$ cat src/common/tsrp_pkg.sv
// Constants and carrier types for the tester short register port.
// Assumes a 24-bit command word and a 24-bit data word from the host.
package tsrp_pkg;

   // ************
   // Command word fields
   // ************
   localparam int unsigned OP_HI   = 23;
   localparam int unsigned OP_LO   = 18;
   localparam int unsigned FN_HI   = 17;
   localparam int unsigned FN_LO   = 15;
   localparam int unsigned REG_HI  = 13;
   localparam int unsigned REG_LO  = 8;
   localparam int unsigned UNIT_HI = 7;
   localparam int unsigned UNIT_LO = 0;

   localparam logic [5:0] OP_REGISTER = 6'h06;
   localparam logic [2:0] FN_READ     = 3'h6;
   localparam logic [2:0] FN_WRITE    = 3'h4;
   localparam logic [2:0] FN_SPECIAL  = 3'h2;
   localparam logic [7:0] UNIT_TESTER = 8'h50;

   // ************
   // Register numbers
   // ************
   localparam logic [5:0] REG_MODE  = 6'h01;
   localparam logic [5:0] REG_STAT  = 6'h02;
   localparam logic [5:0] REG_INSTR = 6'h03;
   localparam logic [5:0] REG_INDC  = 6'h0d;

   // ************
   // Mode and status bit positions, reset values
   // ************
   localparam int unsigned MB_SHORT_RST = 0;
   localparam int unsigned MB_LONG_RST  = 1;
   localparam int unsigned MB_DMA       = 9;
   localparam int unsigned MB_LAST_FN   = 10;
   localparam int unsigned MB_TRIP_FAIL = 12;
   localparam int unsigned MB_FUNC_FAIL = 13;
   localparam int unsigned MB_PASS      = 14;
   localparam int unsigned SB_TRIP_EN   = 8;
   localparam int unsigned SB_STOP_EN   = 12;
   localparam int unsigned SB_STOP_INT  = 13;
   localparam int unsigned SB_IN_PROC   = 14;

   localparam logic [15:0] MODE_RESET    = 16'h0000;
   localparam logic [15:0] STAT_RESET    = 16'h0000;
   localparam logic [15:0] STAT_SET_MASK = 16'h0055;
   localparam logic [15:0] STAT_SPC_CLR  = 16'h3fff;
   localparam logic [23:0] INSTR_RESET   = 24'h000000;
   localparam logic [15:0] INDC_RESET    = 16'h0000;

   // Long-bus action codes in instruction bits 23:22
   localparam logic [1:0] LB_WR_HOLD = 2'h0;
   localparam logic [1:0] LB_WR_EXEC = 2'h1;
   localparam logic [1:0] LB_READ    = 2'h2;
   localparam int unsigned LB_DATA_W = 15;

   // ************
   // Types
   // ************
   typedef enum logic [1:0] {
      ST_IDLE,
      ST_WDATA,
      ST_LBREAD,
      ST_BUSY
   } tsrp_state_e;

   typedef struct packed {
      logic       trip_fail;
      logic       func_fail;
      logic       pass;
      logic       last_fn;
      logic       inc_cmp;
      logic       delay_done;
      logic       trap;
      logic       fail;
      logic       stop;
      logic [2:0] supply_trip;
      logic       busy;
   } tsrp_evt_s;

   typedef struct packed {
      logic        strobe;
      logic [1:0]  action;
      logic [23:0] word;
   } tsrp_lb_s;

endpackage

$ cat src/hw/tsrp_sync.sv
// Two-stage synchroniser for a bundle of asynchronous level inputs.
// Assumes the inputs are slow levels; no pulse stretching is done.
`timescale 1ns/10ps
`default_nettype none

module tsrp_sync #(
   parameter int unsigned W = 13
) (
   input  wire logic         clk,    // System clock
   input  wire logic         rst_n,  // Synchronised reset
   input  wire logic [W-1:0] d_in,   // Asynchronous levels
   output var  logic [W-1:0] q_out   // Synchronised levels
);

   logic [W-1:0] meta_reg;

   // ************
   // One two-flop chain per bit
   // ************
   genvar i;
   generate
      for (i = 0; i < W; i++) begin : g_bit
         // First stage feeds only the second stage
         always_ff @(posedge clk or negedge rst_n) begin
            if (!rst_n) begin
               meta_reg[i] <= 1'b0;
               q_out[i]    <= 1'b0;
            end else begin
               meta_reg[i] <= d_in[i];
               q_out[i]    <= meta_reg[i];
            end
         end
      end
   endgenerate

endmodule

`default_nettype wire

$ cat src/hw/tsrp_top.sv
// Tester short register port: decodes host register commands.
// Assumes host command, data and long-bus answers are on clk.
// Tester event inputs are asynchronous and are synchronised here.
//
// Summary of operation
// Op code bits 23:18 must be 06
// Function 6 read, 4 write, 2 special
// Bits 13:8 pick one of 64 registers
// Accept only unit number octal 120
// Host sends one eight-digit command word
// Read command returns register contents
// Write command followed by data word
// Special runs action, moves no data
// Mode bits 0,1 reset short, long
// Mode bits 2-6 hold mode selections
// Mode bit 10 last function register
// Mode bits 12,13 trip, functional fail
// Pass bit 14 cleared by fails
// Special to mode clears whole register
// Pending reported only when enabled
// Supply trips reported only with bit 8
// Status holds interrupt-in-process bit
// Marked status bits set on reset
// Special to status clears bits 0-13
// Instruction register buffers long-bus words
// Long-bus words carry rank address bits
// Bits 23:22 pick long-bus action
// DMA write-exec counts, waits not busy
// Foreign or no-op commands do nothing
`timescale 1ns/10ps
`default_nettype none

module tsrp_top #(
   parameter int unsigned EVT_W = 13
) (
   input  wire logic              clk,        // 10 MHz clock
   input  wire logic              arst_n,     // Async reset
   input  wire logic              cmd_valid,  // Command strobe
   input  wire logic [23:0]       cmd_word,   // Command word
   input  wire logic              wr_valid,   // Write data strobe
   input  wire logic [23:0]       wr_data,    // Write data word
   input  wire tsrp_pkg::tsrp_evt_s evt_in,   // Tester events
   input  wire logic              lb_rvalid,  // Long-bus answer
   input  wire logic [14:0]       lb_rdata,   // Long-bus answer data
   output var  logic              cmd_ready,  // Idle, can take command
   output var  logic              rd_valid,   // Read answer strobe
   output var  logic [23:0]       rd_data,    // Read answer word
   output var  logic [15:0]       mode_out,   // Mode register
   output var  logic              long_rst,   // Long register reset
   output var  tsrp_pkg::tsrp_lb_s lb_req,    // Long-bus request
   output var  logic [15:0]       ind_count   // Instruction number
);

   // ************
   // Reset release and event synchronisation
   // ************
   logic                rst_meta_reg;
   logic                rst_n;
   tsrp_pkg::tsrp_evt_s evt;
   logic [EVT_W-1:0]    evt_bits;

   // Reset asserts at once and releases after two edges
   always_ff @(posedge clk or negedge arst_n) begin
      if (!arst_n) begin
         rst_meta_reg <= 1'b0;
         rst_n        <= 1'b0;
      end else begin
         rst_meta_reg <= 1'b1;
         rst_n        <= rst_meta_reg;
      end
   end

   tsrp_sync #(
      .W     (EVT_W)
   ) tsrp_sync_inst (
      .clk   (clk),
      .rst_n (rst_n),
      .d_in  (evt_in),
      .q_out (evt_bits)
   );

   assign evt = tsrp_pkg::tsrp_evt_s'(evt_bits);

   // ************
   // Command decode
   // ************
   logic       cmd_hit;
   logic [2:0] cmd_fn;
   logic [5:0] cmd_reg;

   // op code match
   // unit number match
   assign cmd_hit = cmd_valid
      && (cmd_word[tsrp_pkg::OP_HI:tsrp_pkg::OP_LO]
          == tsrp_pkg::OP_REGISTER)
      && (cmd_word[tsrp_pkg::UNIT_HI:tsrp_pkg::UNIT_LO]
          == tsrp_pkg::UNIT_TESTER);
   // function field
   assign cmd_fn  = cmd_word[tsrp_pkg::FN_HI:tsrp_pkg::FN_LO];
   // register number
   assign cmd_reg = cmd_word[tsrp_pkg::REG_HI:tsrp_pkg::REG_LO];

   // ************
   // State
   // ************
   tsrp_pkg::tsrp_state_e state_reg;
   tsrp_pkg::tsrp_state_e state_next;
   logic [5:0]            sel_reg;
   logic [5:0]            sel_next;
   logic [15:0]           mode_reg;
   logic [15:0]           mode_next;
   logic [15:0]           stat_reg;
   logic [15:0]           stat_next;
   logic [23:0]           instr_reg;
   logic [23:0]           instr_next;
   logic [15:0]           ind_reg;
   logic [15:0]           ind_next;
   logic                  rd_valid_next;
   logic [23:0]           rd_data_next;
   logic                  long_rst_next;
   logic                  ready_next;
   tsrp_pkg::tsrp_lb_s    lb_reg;
   tsrp_pkg::tsrp_lb_s    lb_next;
   logic [15:0]           stat_view;

   // ************
   // Status as seen by a read
   // ************
   // pending shown only when enabled
   // trips gated by trip enable
   // in-process and spare pass through
   always_comb begin
      stat_view      = stat_reg;
      stat_view[1]   = stat_reg[1] & stat_reg[0];
      stat_view[3]   = stat_reg[3] & stat_reg[2];
      stat_view[5]   = stat_reg[5] & stat_reg[4];
      stat_view[7]   = stat_reg[7] & stat_reg[6];
      stat_view[11:9] = stat_reg[11:9]
         & {3{stat_reg[tsrp_pkg::SB_TRIP_EN]}};
      stat_view[tsrp_pkg::SB_STOP_INT] =
         stat_reg[tsrp_pkg::SB_STOP_INT]
         & stat_reg[tsrp_pkg::SB_STOP_EN];
   end

   // ************
   // Next-state logic
   // ************
   always_comb begin
      state_next    = state_reg;
      sel_next      = sel_reg;
      mode_next     = mode_reg;
      stat_next     = stat_reg;
      instr_next    = instr_reg;
      ind_next      = ind_reg;
      rd_valid_next = 1'b0;
      rd_data_next  = 24'h000000;
      long_rst_next = 1'b0;
      lb_next       = lb_reg;
      lb_next.strobe = 1'b0;

      case (state_reg)
         tsrp_pkg::ST_IDLE: begin
            // other commands are ignored
            if (cmd_hit) begin
               if (cmd_fn == tsrp_pkg::FN_READ) begin
                  // return addressed register
                  rd_valid_next = 1'b1;
                  if (cmd_reg == tsrp_pkg::REG_MODE) begin
                     rd_data_next = {8'h00, mode_reg};
                  end else if (cmd_reg == tsrp_pkg::REG_STAT) begin
                     rd_data_next = {8'h00, stat_view};
                  end else if (cmd_reg == tsrp_pkg::REG_INSTR) begin
                     rd_data_next = instr_reg;
                  end else if (cmd_reg == tsrp_pkg::REG_INDC) begin
                     rd_data_next = {8'h00, ind_reg};
                  end else begin
                     rd_data_next = 24'h000000;
                  end
               end else if (cmd_fn == tsrp_pkg::FN_WRITE) begin
                  // wait for the data word
                  sel_next   = cmd_reg;
                  state_next = tsrp_pkg::ST_WDATA;
               end else if (cmd_fn == tsrp_pkg::FN_SPECIAL) begin
                  // action only, no data moves
                  if (cmd_reg == tsrp_pkg::REG_MODE) begin
                     // clear mode register
                     mode_next = 16'h0000;
                  end else if (cmd_reg == tsrp_pkg::REG_STAT) begin
                     // clear low fourteen bits
                     stat_next = stat_reg & ~tsrp_pkg::STAT_SPC_CLR;
                  end else if (cmd_reg == tsrp_pkg::REG_INDC) begin
                     ind_next = ind_reg + 16'h0001;
                  end
               end
            end
         end

         tsrp_pkg::ST_WDATA: begin
            if (wr_valid) begin
               state_next = tsrp_pkg::ST_IDLE;
               if (sel_reg == tsrp_pkg::REG_MODE) begin
                  // mode selections stored
                  // last function flag writable
                  // fail flags writable
                  mode_next = wr_data[15:0];
               end else if (sel_reg == tsrp_pkg::REG_STAT) begin
                  stat_next = wr_data[15:0];
               end else if (sel_reg == tsrp_pkg::REG_INDC) begin
                  ind_next = wr_data[15:0];
               end else if (sel_reg == tsrp_pkg::REG_INSTR) begin
                  // buffer word toward long bus
                  // rank and register bits carried
                  instr_next     = wr_data;
                  lb_next.strobe = 1'b1;
                  lb_next.word   = wr_data;
                  // action from bits 23:22
                  lb_next.action = wr_data[23:22];
                  if (wr_data[23:22] == tsrp_pkg::LB_READ) begin
                     state_next = tsrp_pkg::ST_LBREAD;
                  end else if (wr_data[23:22] == tsrp_pkg::LB_WR_EXEC
                               && mode_reg[tsrp_pkg::MB_DMA]) begin
                     // count then wait not busy
                     ind_next   = ind_reg + 16'h0001;
                     state_next = tsrp_pkg::ST_BUSY;
                  end
               end
            end
         end

         tsrp_pkg::ST_LBREAD: begin
            // read answer lands in bits 0-14
            if (lb_rvalid) begin
               instr_next[tsrp_pkg::LB_DATA_W-1:0] = lb_rdata;
               state_next = tsrp_pkg::ST_IDLE;
            end
         end

         tsrp_pkg::ST_BUSY: begin
            // hold off until tester idle
            if (!evt.busy) begin
               state_next = tsrp_pkg::ST_IDLE;
            end
         end

         default: begin
            state_next = tsrp_pkg::ST_IDLE;
         end
      endcase

      // long reset is a one-cycle pulse
      if (mode_next[tsrp_pkg::MB_LONG_RST]) begin
         long_rst_next = 1'b1;
         mode_next[tsrp_pkg::MB_LONG_RST] = 1'b0;
      end

      // short reset restores mode, status, instruction
      // marked status bits come up set
      if (mode_next[tsrp_pkg::MB_SHORT_RST]) begin
         mode_next  = tsrp_pkg::MODE_RESET;
         stat_next  = tsrp_pkg::STAT_RESET | tsrp_pkg::STAT_SET_MASK;
         instr_next = tsrp_pkg::INSTR_RESET;
      end

      // Hardware events win over a same-cycle clear
      // last function register follows tester
      if (evt.last_fn) begin
         mode_next[tsrp_pkg::MB_LAST_FN] = 1'b1;
      end
      // fail flags set by tester
      if (evt.trip_fail) begin
         mode_next[tsrp_pkg::MB_TRIP_FAIL] = 1'b1;
      end
      if (evt.func_fail) begin
         mode_next[tsrp_pkg::MB_FUNC_FAIL] = 1'b1;
      end
      if (evt.pass) begin
         mode_next[tsrp_pkg::MB_PASS] = 1'b1;
      end
      // any fail clears pass
      if (mode_next[tsrp_pkg::MB_TRIP_FAIL]
          || mode_next[tsrp_pkg::MB_FUNC_FAIL]) begin
         mode_next[tsrp_pkg::MB_PASS] = 1'b0;
      end

      // pending flags latched from events
      if (evt.inc_cmp) begin
         stat_next[1] = 1'b1;
      end
      if (evt.delay_done) begin
         stat_next[3] = 1'b1;
      end
      if (evt.trap) begin
         stat_next[5] = 1'b1;
      end
      if (evt.fail) begin
         stat_next[7] = 1'b1;
      end
      // supply trips latched
      stat_next[11:9] = stat_next[11:9] | evt.supply_trip;
      if (evt.stop) begin
         stat_next[tsrp_pkg::SB_STOP_INT] = 1'b1;
      end

      ready_next = (state_next == tsrp_pkg::ST_IDLE);
   end

   // ************
   // Registers
   // ************
   always_ff @(posedge clk or negedge rst_n) begin
      if (!rst_n) begin
         state_reg <= tsrp_pkg::ST_IDLE;
         sel_reg   <= 6'h00;
         mode_reg  <= tsrp_pkg::MODE_RESET;
         stat_reg  <= tsrp_pkg::STAT_RESET | tsrp_pkg::STAT_SET_MASK;
         instr_reg <= tsrp_pkg::INSTR_RESET;
         ind_reg   <= tsrp_pkg::INDC_RESET;
         rd_valid  <= 1'b0;
         rd_data   <= 24'h000000;
         long_rst  <= 1'b0;
         cmd_ready <= 1'b0;
         lb_reg    <= '0;
      end else begin
         state_reg <= state_next;
         sel_reg   <= sel_next;
         mode_reg  <= mode_next;
         stat_reg  <= stat_next;
         instr_reg <= instr_next;
         ind_reg   <= ind_next;
         rd_valid  <= rd_valid_next;
         rd_data   <= rd_data_next;
         long_rst  <= long_rst_next;
         cmd_ready <= ready_next;
         lb_reg    <= lb_next;
      end
   end

   // ************
   // Outputs straight from registers
   // ************
   assign mode_out  = mode_reg;
   assign lb_req    = lb_reg;
   assign ind_count = ind_reg;

endmodule

`default_nettype wire

$ cat config.mk
export PLATFORM = sky130hd
export DESIGN_NAME = tsrp_top
export DESIGN_NICKNAME = d
export VERILOG_FILES = /design/src/common/tsrp_pkg.sv /design/src/hw/tsrp_sync.sv /design/src/hw/tsrp_top.sv
export SDC_FILE = /design/constraint.sdc
export NUM_CORES = 1
export LEC_CHECK = 0
export BUFFER_PORTS_ARGS = -buffer_cell sky130_fd_sc_hd__buf_4
export CAP_MARGIN = 30
export CORE_ASPECT_RATIO = 1.75
export CORE_MARGIN = 4
export CORE_UTILIZATION = 25
export DETAILED_ROUTE_END_ITERATION = 10
export PLACE_DENSITY = 0.5
export SYNTH_ARGS = -nofsm -noshare
export SYNTH_HDL_FRONTEND = slang
export SYNTH_SLANG_ARGS = --single-unit
$ cat constraint.sdc
create_clock -name clk -period 6.05 [get_ports clk]
set_clock_uncertainty 0.15 [all_clocks]
set_input_delay 0.9075 -clock clk [delete_from_list [all_inputs] [get_ports clk]]
set_output_delay 0.9075 -clock clk [all_outputs]
set_load 0.01 [all_outputs]
== After elaboration in Yosys (flattened, before gate mapping) ==
Cells that the tools add are included.

* Add/sub/neg operators: 1
* Equal/unequal tests: 109
* Muxes and demuxes: 84
* Bitwise gates (word level): 11
* Reductions and logical operators: 35

{| class="wikitable"
|+ Operators by type and width
! kind !! count
|-
| two-way mux 16 bit || 27
|-
| two-way mux 24 bit || 12
|-
| inequality test 4 x 3 -> 1 bit, second input constant || 52
|-
| two-way mux 27 bit || 6
|-
| one-hot mux 16 bit (2 select lines) || 3
|-
| two-way mux 14 bit || 6
|-
| AND reduction 10 bit || 6
|-
| inequality test 3 bit, second input constant || 18
|-
| inequality test 5 x 4 -> 1 bit, second input constant || 7
|-
| one-hot mux 15 bit (2 select lines) || 1
|-
| equality test 6 x 2 -> 1 bit, second input constant || 4
|-
| two-way mux 2 bit || 12
|-
| AND reduction 8 bit || 3
|-
| nonzero test 4 bit || 6
|-
| inequality test 2 bit, second input constant || 11
|-
| adder 16 x 1 -> 16 bit, second input constant || 1
|-
| two-way mux 15 bit || 1
|-
| two-way mux 1 bit || 14
|-
| AND reduction 14 bit || 1
|-
| equality test 6 x 1 -> 1 bit, second input constant || 2
|-
| equality test 6 x 4 -> 1 bit, second input constant || 2
|-
| AND reduction 6 bit || 2
|-
| nonzero test 2 bit || 5
|-
| two-way mux 9 bit || 1
|-
| 20 further kinds || 37
|}

* Register bits: 162
* Input bits: 81
* Logic and storage cells: 292

== Logic depth before layout (Yosys ltp) ==
Gate-level depths: netlist of the first run.

* Word-level depth: 12
* Gate-level depth with buffers: 9

== By module ==
A second synthesis of the first run with hierarchy kept.

* Cells, all modules: 666
* Area total of the unflattened synthesis: 7,200.7 um^2

{| class="wikitable"
|+ By module, submodules not included
! module !! instances !! cells each !! area an instance (um^2) !! seq. area each (um^2)
|-
| tsrp_top || 1 || 640 || 6,550.0 || 3,308.2
|-
| tsrp_sync || 1 || 26 || 650.6 || 650.6
|}

== Worst setup path after synthesis of the first run ==
OpenSTA, ideal clock, no wires.

* Kind: input to register
* From: in cmd_word[1]
* To: reg ind_reg[5] (netlist: ind_count[5])
* Library setup time: 0.124 ns
* Data arrival time: 2.685 ns
* Data required time: 5.776 ns
* Slack: 3.091 ns
* Cell stages on the path: 6
* Cells stage by stage: or4b_4 -> or4b_4 -> o31a_1 -> nor2_4 -> buf_6 -> a21oi_1

* Word-level cells in the longest chain between the ends: 4

{| class="wikitable"
|+ RTL lines
! item !! RTL line !! RTL
|-
| start, declared || tsrp_top.sv:39 || <nowiki>input wire logic [23:0] cmd_word,</nowiki>
|-
| equality test 8 x 7 -> 1 bit || tsrp_top.sv:97 || <nowiki>== tsrp_pkg::UNIT_TESTER);</nowiki>
|-
| logical AND 1 bit || tsrp_top.sv:96 || <nowiki>&& (cmd_word[tsrp_pkg::UNIT_HI:tsrp_pkg::UNIT_LO]</nowiki>
|-
| inequality test 2 bit (no line) || -- ||
|-
| AND reduction 14 bit (no line) || -- ||
|-
| end signal, assigned || tsrp_top.sv:317 || <nowiki>ind_reg <= tsrp_pkg::INDC_RESET;</nowiki>
|-
| end signal, assigned || tsrp_top.sv:329 || <nowiki>ind_reg <= ind_next;</nowiki>
|-
| end, declared || tsrp_top.sv:116 || <nowiki>logic [15:0] ind_reg;</nowiki>
|}

No other way between the ends.
A chain may end at the register's enable or synchronous reset.

== Worst setup path after layout of the first run ==
* From: in cmd_word[1]
* To: reg stat_reg[10]

* Word-level cells in the longest chain between the ends: 6
* Elaborated cells between the ends (all ways): 8

{| class="wikitable"
|+ RTL lines
! item !! RTL line !! RTL
|-
| equality test 8 x 7 -> 1 bit (*) || tsrp_top.sv:97 ||
|-
| logical AND 1 bit (*) || tsrp_top.sv:96 ||
|-
| two-way mux 14 bit or two-way mux 16 bit (tied branches) || tsrp_top.sv:164 || <nowiki>if (cmd_hit) begin</nowiki>
|-
| one-hot mux 16 bit (2 select lines) || tsrp_top.sv:161 || <nowiki>case (state_reg)</nowiki>
|-
| two-way mux 16 bit (*) || tsrp_top.sv:258 || <nowiki>if (mode_next[tsrp_pkg::MB_SHORT_RST]) begin</nowiki>
|-
| bitwise OR 3 bit (*) || tsrp_top.sv:299 || <nowiki>stat_next[11:9] = stat_next[11:9] | evt.supply_trip;</nowiki>
|-
| via stat_next[10] || tsrp_top.sv:113 || <nowiki>logic [15:0] stat_next;</nowiki>
|-
| end signal, assigned || tsrp_top.sv:315 || <nowiki>stat_reg <= tsrp_pkg::STAT_RESET | tsrp_pkg::STAT_SET_MASK;</nowiki>
|-
| end signal, assigned || tsrp_top.sv:327 || <nowiki>stat_reg <= stat_next;</nowiki>
|-
| end, declared || tsrp_top.sv:112 || <nowiki>logic [15:0] stat_reg;</nowiki>
|}

Mark *: on every way through the listed nets, which the timed path passes. The rest lies on a longest branch. The select of a mux whose other input is x is not followed.

==> results.tsv, run 1 <==
stage	metric	value	unit
clock_tree	ctsResizeCount	0	
timing	timing.slew.headroom	27.04	%
power	p_per_area	259.0	nW/µm²
cells_and_area	regArea	3963	µm²
setup_path	r2r-start	state_reg[1]	
die	fp.dieH	231.7	µm
power	leakagePower	0.004371	µW
logic_synthesis	ys_seq_area_share	55.40	%
logic_synthesis	synth_common_cells	162 x nand2_1, 154 x dfrtp_1, 44 x o21ai_0, 31 x a21oi_1, 31 x clkbuf_1	
outcome	outcome	completed	
setup_path	cp.required	6.23	ns
timing	grt_setup_unrepaired	false	
setup_path	cp_common_cell	or4b_4	
setup_path	cp_max_fo	3	
setup_path	rrSetupSlack	2.98	ns
placement	hpwl	18560	µm
placement	io_buffers	163	
logic_synthesis	synthArstFlopShare	100.0	%
clock_tree	tritoncts	done	
timing	slew_viol_final	0	
logic_synthesis	yosys_warnings	0	
setup_path	endpoint_kind	register	
cells_and_area	nets	953	
cells_and_area	synthToLayoutAreaGrowth	32.55	%
cells_and_area	layout-drive-gt1-share	27.30	%
logic_synthesis	synth_top_area_share	53.93	%
global_routing	grt_pass1_vias	6127	
cells_and_area	largest_reg_flops	25	
setup_path	crit_chain	buf_4 -> or4b_4 -> or4b_4 -> o41ai_1 -> a21oi_1 -> a221o_1	
clock_tree	cts_buffers	17	
worst_hold_path	hold_path.class	primary input to asynchronous set/reset pin	
detailed_routing	drc	0	
setup_path	crit_path_top_delay_cell	o41ai_1	
die	rows	81	
timing	setup_violations	0	
clock_tree	clk_pin_slew	0.06	ns
logic_synthesis	synth_cell_types	66	
logic_synthesis	avgSynthCellArea	10.02	µm²
global_routing	met3_usage	3.692	%
setup_path	crit_buf_inv	1	
global_routing	grt_max_degree	64	
cells_and_area	final_cells	1252	
die	core_area	28070	µm²
placement	routabilityCongestion	0.8524	
clock_tree	clk_path_buf_depth	2	
cells_and_area	multi_input_comb_area	2980	µm²
global_routing	grt_first_pass_wirelength	37690	µm
clock_tree	cts_root_buf	clkbuf_16	
detailed_routing	wl	24640	µm
detailed_routing	route.vias.total	5919	
clock_tree	postCtsHoldBufs	0	
detailed_routing	postRouteAntennaNets	0	
timing	fin_crit_sh	52.57	%
setup_path	cp_top_family	compound AO/OA/AOI/OAI gates	
cells_and_area	final_core_util	33.74	%
global_routing	top_usage_layer	met2	
setup_path	slowest_delay	0.57	ns
global_routing	grt_util_met1	18.32	%
setup_path	r2r_cells	7	
cells_and_area	num-fill-cells	2908	
timing	tns	0	ns
die	die_x	135.8	µm
logic_synthesis	synthFlopType	dfrtp_1	
setup_path	rr_endpoint	ind_count[11]	
global_routing	use_met2	28.37	%
timing	timing.final.crit_period	3.181	ns
cells_and_area	diodes	0	
global_routing	antenna_found_initial	0	
flow_run	maxCapViolations	0	
timing	tightest_slew	1.087	ns
clock_tree	clock_latency	0.45	ns
setup_path	worstSetupPathType	primary input to register	
logic_synthesis	synth_most_common_cell	nand2_1	
timing	hold_slack	0.08175	ns
logic_synthesis	synth_area	7146	µm²
logic_synthesis	synth_area_leaders	dfrtp_1 54%, nand2_1 8.5%, mux2i_1 3.9%, o21ai_0 3.1%, a21oi_1 2.2%	
global_routing	grt_usage	15.94	%
setup_path	crit_arrival	3.36	ns
detailed_routing	drt_iter0_drc	373	
power	peakVddDrop	191.4	µV
clock_tree	cts.sinks	158	
placement	dp.cells	1220	
timing	hold_violations	0	
logic_synthesis	synth-seq-cells	158	
detailed_routing	vias_per_cell	4.728	
clock_tree	cts_max_level	4	
logic_synthesis	synth_top_area_cell	dfrtp_1	
logic_synthesis	synth_edf_count	0	
clock_tree	cts_setup_buffers	0	
timing	clock.fmax	0.3144	GHz
die	dieArea	31460	µm²
detailed_routing	dr.pass1.iters	5	
global_routing	grt-ovfl-total	0	
placement	post-place-ws	2.403	ns
die	pin_count	167	
logic_synthesis	synthCells	713	
timing	setup_slack	2.869	ns
die	initial_core_util	25.45	%
detailed_routing	wire_per_inst	19.68	µm
setup_path	start_kind	primary input	
## cell usage in the layout, fill, tap and decap left out, types with 16 or more instances in the layout
master / count
buf_4: 174
nand2_1: 162
dfrtp_1: 153
o21ai_0: 44
a21oi_1: 31
mux2i_1: 28
nor2_1: 23
clkbuf_16: 17
nand3_1: 16
o31ai_1: 16
## power by group
part / switching, µW / internal, µW / leakage (µW)
registers: 12.8 / 1070 / 0.00203
logic: 60.0 / 46.1 / 0.00201
clock network: 481 / 782 / 0.000327
## worst max path at each step
stage	endpoint	slack [ns]	cells past startpoint	startpoint
floorplan	cmd_ready	1.18	0	rst_n
global placement	rd_data[19]	2.10	6	cmd_word[1]
detailed placement	stat_reg[3]	2.40	6	cmd_word[13]
CTS	stat_reg[7]	2.88	6	cmd_word[13]
global route	stat_reg[5]	2.70	6	cmd_word[13]
finish	stat_reg[10]	2.87	6	cmd_word[1]
## logic make-up (layout without fill, tap and decap cells)
kind of cell / Yosys count / after routing / synth area share (%)
buffers and inverters: 55 / 220 / 3.309
and+or+nand+nor: 281 / 281 / 18.93
muxes: 36 / 36 / 5.183
AOI/OAI and AO/OA: 175 / 175 / 16.02
adders and majority gates: 6 / 6 / 1.051
DFF: 158 / 158 / 55.40
other: 2 / 3 / 0.1051
## per-stage QoR
stage | power, µW | instance area (µm²)
after floorplan | 1135 | 7149
after global placement | 1212 | 8753
after detailed placement | 1214 | 8791
after CTS | 2483 | 9472
after global routing | 2532 | 9472
final | 2453 | 9472
## routing by layer
layer | up-vias | share of wire (%)
met2 | 167 | 53
met3 | 32 | 4.7
met5 | - | 0
met4 | 0 | 2.5
li1 | 2831 | -
met1 | 2889 | 40
## layout make-up
| cell class | count | share of cell area [%] |
|---|---|---|
| clock buffers | 17 | 4.491 |
| clock inverters | 15 | 2.695 |
| inverters | 12 | 0.4756 |
| multi-input cells | 501 | 31.47 |
| flip-flops and latches | 158 | 41.84 |
| well taps | 373 | 4.927 |
| repair buffers | 176 | 14.11 |
Note: power is estimated with default switching activity, not from simulation.
==> inputs of run 2 (changes only) <==
--- a/config.mk
+++ b/config.mk
@@ -5,13 +5,14 @@
 export SDC_FILE = /design/constraint.sdc
 export NUM_CORES = 1
 export LEC_CHECK = 0
+export ABC_AREA = 1
 export BUFFER_PORTS_ARGS = -buffer_cell sky130_fd_sc_hd__buf_4
 export CAP_MARGIN = 30
 export CORE_ASPECT_RATIO = 1.75
 export CORE_MARGIN = 4
 export CORE_UTILIZATION = 25
 export DETAILED_ROUTE_END_ITERATION = 10
-export PLACE_DENSITY = 0.5
+export PLACE_DENSITY = 0.51
 export SYNTH_ARGS = -nofsm -noshare
 export SYNTH_HDL_FRONTEND = slang
 export SYNTH_SLANG_ARGS = --single-unit
==> constraint.sdc (replaced) <==
create_clock -name clk -period 2.7 [get_ports clk]
set_clock_uncertainty 0.15 [all_clocks]
set_input_delay 0.405 -clock clk [delete_from_list [all_inputs] [get_ports clk]]
set_output_delay 0.405 -clock clk [all_outputs]
set_load 0.01 [all_outputs]
==> run 2 against run 1 <==
  * First-iteration DRC count increased by 33%
  * Synthesized area increased by 8.1%
  * Die area increased by 7.7%
  * Critical path depth increased by 3
  * Utilization increased by 0.082 points
  * Non-clock buffer count increased by 28
  * Global-route usage increased by 0.53 points
  * Via count increased by 18%
==> results.tsv, run 2 <==
stage	metric	value	unit
clock_tree	tritoncts	done	
die	rows	84	
cells_and_area	layout_commonest_cell	nand2_1	
clock_tree	cts_root_buf	clkbuf_16	
clock_tree	clock_latency	0.44	ns
clock_tree	cts_max_level	4	
cells_and_area	final_cell_mix	315 x nand2_1, 187 x buf_4, 153 x dfrtp_1	
logic_synthesis	synth-seq-cells	158	
setup_path	worstSetupPathType	register to register	
clock_tree	clk_pin_slew	0.07	ns
logic_synthesis	synth_edf_count	0	
detailed_routing	postRouteAntennaNets	0	
setup_path	crit_buf_inv	1	
timing	slew_viol_final	0	
cells_and_area	nets	1234	
timing	setup_violations	0	
timing	timing.final.crit_period	2.462	ns
logic_synthesis	synth_most_common_cell	nand2_1	
die	core_area	30270	µm²
power	power	6614	µW
detailed_routing	drt_iter0_drc	495	
placement	routabilityCongestion	0.8790	
logic_synthesis	ys_seq_area_share	51.26	%
setup_path	crit_chain	inv_1 -> ha_1 -> nand2_1 -> nor2_8 -> nor2_1 -> nand2_1 -> nand3_4 -> nand2_1 -> nand3b_1	
die	pin_count	167	
logic_synthesis	synth_area	7724	µm²
setup_path	cp_top_family	simple AND/OR/NAND/NOR gates	
cells_and_area	final_cells	1547	
placement	hpwl	21650	µm
timing	tns	0	ns
clock_tree	postCtsHoldBufs	14	
detailed_routing	dr.pass1.iters	5	
setup_path	crit_arrival	2.63	ns
timing	grt_setup_unrepaired	false	
clock_tree	ctsResizeCount	0	
global_routing	grt_pass1_vias	7232	
cells_and_area	num-fill-cells	3251	
global_routing	antenna_found_initial	0	
outcome	outcome	completed	
timing	clock.fmax	0.4062	GHz
setup_path	cp.required	2.87	ns
setup_path	cp_max_fo	17	
logic_synthesis	synthArstFlopShare	100.0	%
setup_path	cp_common_cell	nand2_1	
cells_and_area	multi_input_comb_area	3229	µm²
cells_and_area	diodes	0	
global_routing	grt_first_pass_wirelength	42370	µm
logic_synthesis	synth_top_area_cell	dfrtp_1	
logic_synthesis	synth_common_cells	315 x nand2_1, 154 x dfrtp_1, 91 x inv_1, 88 x o21ai_0, 60 x nor2_1	
timing	tightest_slew	0.5111	ns
logic_synthesis	synth_cell_types	46	
logic_synthesis	synthFlopType	dfrtp_1	
cells_and_area	synthToLayoutAreaGrowth	32.54	%
power	leakagePower	0.004976	µW
power	p_per_area	646.1	nW/µm²
setup_path	endpoint_kind	register	
setup_path	slowest_delay	0.40	ns
setup_path	start_kind	register	
logic_synthesis	synth_top_area_share	49.89	%
clock_tree	clk_path_buf_depth	2	
die	initial_core_util	25.52	%
cells_and_area	largest_reg_flops	25	
setup_path	crit_path_top_delay_cell	dfrtp_1	
global_routing	grt-ovfl-total	0	
cells_and_area	regArea	3963	µm²
timing	timing.slew.headroom	65.66	%
placement	dp.cells	1501	
cells_and_area	fin_area	10240	µm²
detailed_routing	drc	0	
flow_run	maxCapViolations	0	
worst_hold_path	hold_path.class	primary input to register	
detailed_routing	wire_per_inst	17.73	µm
logic_synthesis	synth_area_leaders	dfrtp_1 50%, nand2_1 15%, o21ai_0 5.7%, inv_1 4.4%, nor2_1 2.9%	
die	fp.dieH	240.5	µm
detailed_routing	wl	27430	µm
clock_tree	cts_setup_buffers	0	
detailed_routing	route.vias.total	7008	
power	peakVddDrop	388.9	µV
clock_tree	cts_buffers	17	
clock_tree	cts.sinks	158	
logic_synthesis	yosys_warnings	0	
die	dieArea	33880	µm²
timing	fin_crit_sh	91.19	%
logic_synthesis	avgSynthCellArea	8.037	µm²
die	die_x	140.9	µm
placement	placedInstanceArea	9500	µm²
placement	io_buffers	163	
detailed_routing	vias_per_cell	4.530	
logic_synthesis	synthCells	961	
global_routing	grt_max_degree	80	
timing	hold_violations	0	
global_routing	grt_usage	16.47	%
cells_and_area	layout-drive-gt1-share	21.98	%
## run 2: cell families (layout without fill, tap and decap cells)
| group | Yosys count | count (layout) | synth area share (%) |
|---|---|---|---|
| AND/OR/NAND/NOR | 471 | 471 | 26.26 |
| AO/OA/AOI/OAI | 180 | 180 | 13.17 |
| flip-flops | 158 | 158 | 51.26 |
| buffers and inverters | 134 | 332 | 6.982 |
| adder cells (fa/ha/maj) | 6 | 6 | 0.9719 |
| XOR/XNOR | 6 | 6 | 0.6804 |
| multiplexers | 4 | 4 | 0.5831 |
| other | 2 | 3 | 0.09723 |
## run 2: layout make-up
cell class | count | area share (%)
well taps | 387 | 4.730
clock inverters | 13 | 1.503
inverters | 96 | 3.520
multi-input cells | 670 | 31.54
flip-flops and latches | 158 | 38.71
clock buffers | 19 | 4.327
repair buffers | 204 | 15.67
## run 2: path summary, 6_finish.rpt
check / cells past startpoint / startpoint / slack, ns / to
worst max-delay path: 9 / state_reg[1] / 0.24 / stat_reg[5]
max in group asynchronous: 1 / rst_n / 1.53 / rd_data[22]
min in group asynchronous: 0 / rst_n / 0.09 / tsrp_sync_inst.meta_reg[6]
worst min-delay path: 2 / cmd_word[13] / 0.07 / sel_reg[5]
worst min register to register: 0 / rst_n / 0.09 / tsrp_sync_inst.meta_reg[6]
worst max register to register: 9 / state_reg[1] / 0.24 / stat_reg[5]
## run 2: per-stage QoR
step	hold WS (ns)	worst slack, ns	util (%)
after global routing	0.06233	0.05412	33.82
after global placement	0.03818	0.2732	31.39
final	0.07101	0.2379	33.82
after detailed placement	0.04125	0.2640	31.39
after floorplan	-0.04059	0.5786	-
after CTS	0.04755	0.2363	33.82
## run 2: layer usage
metal	wire, µm	share of wire [%]	GRT usage [%]	vias up
li1	-	-	-	3491
met1	10710	39	18.67	3293
met3	1170	4.3	2.905	40
met5	0	0	0	-
met4	837	3.1	6.406	0
met2	14710	54	30.48	184
## run 2: report_power, final
group          switching, µW  total, µW  internal (µW)
clock network           1060       2470           1410
logic                    917       1420            502
registers                155       2730           2570
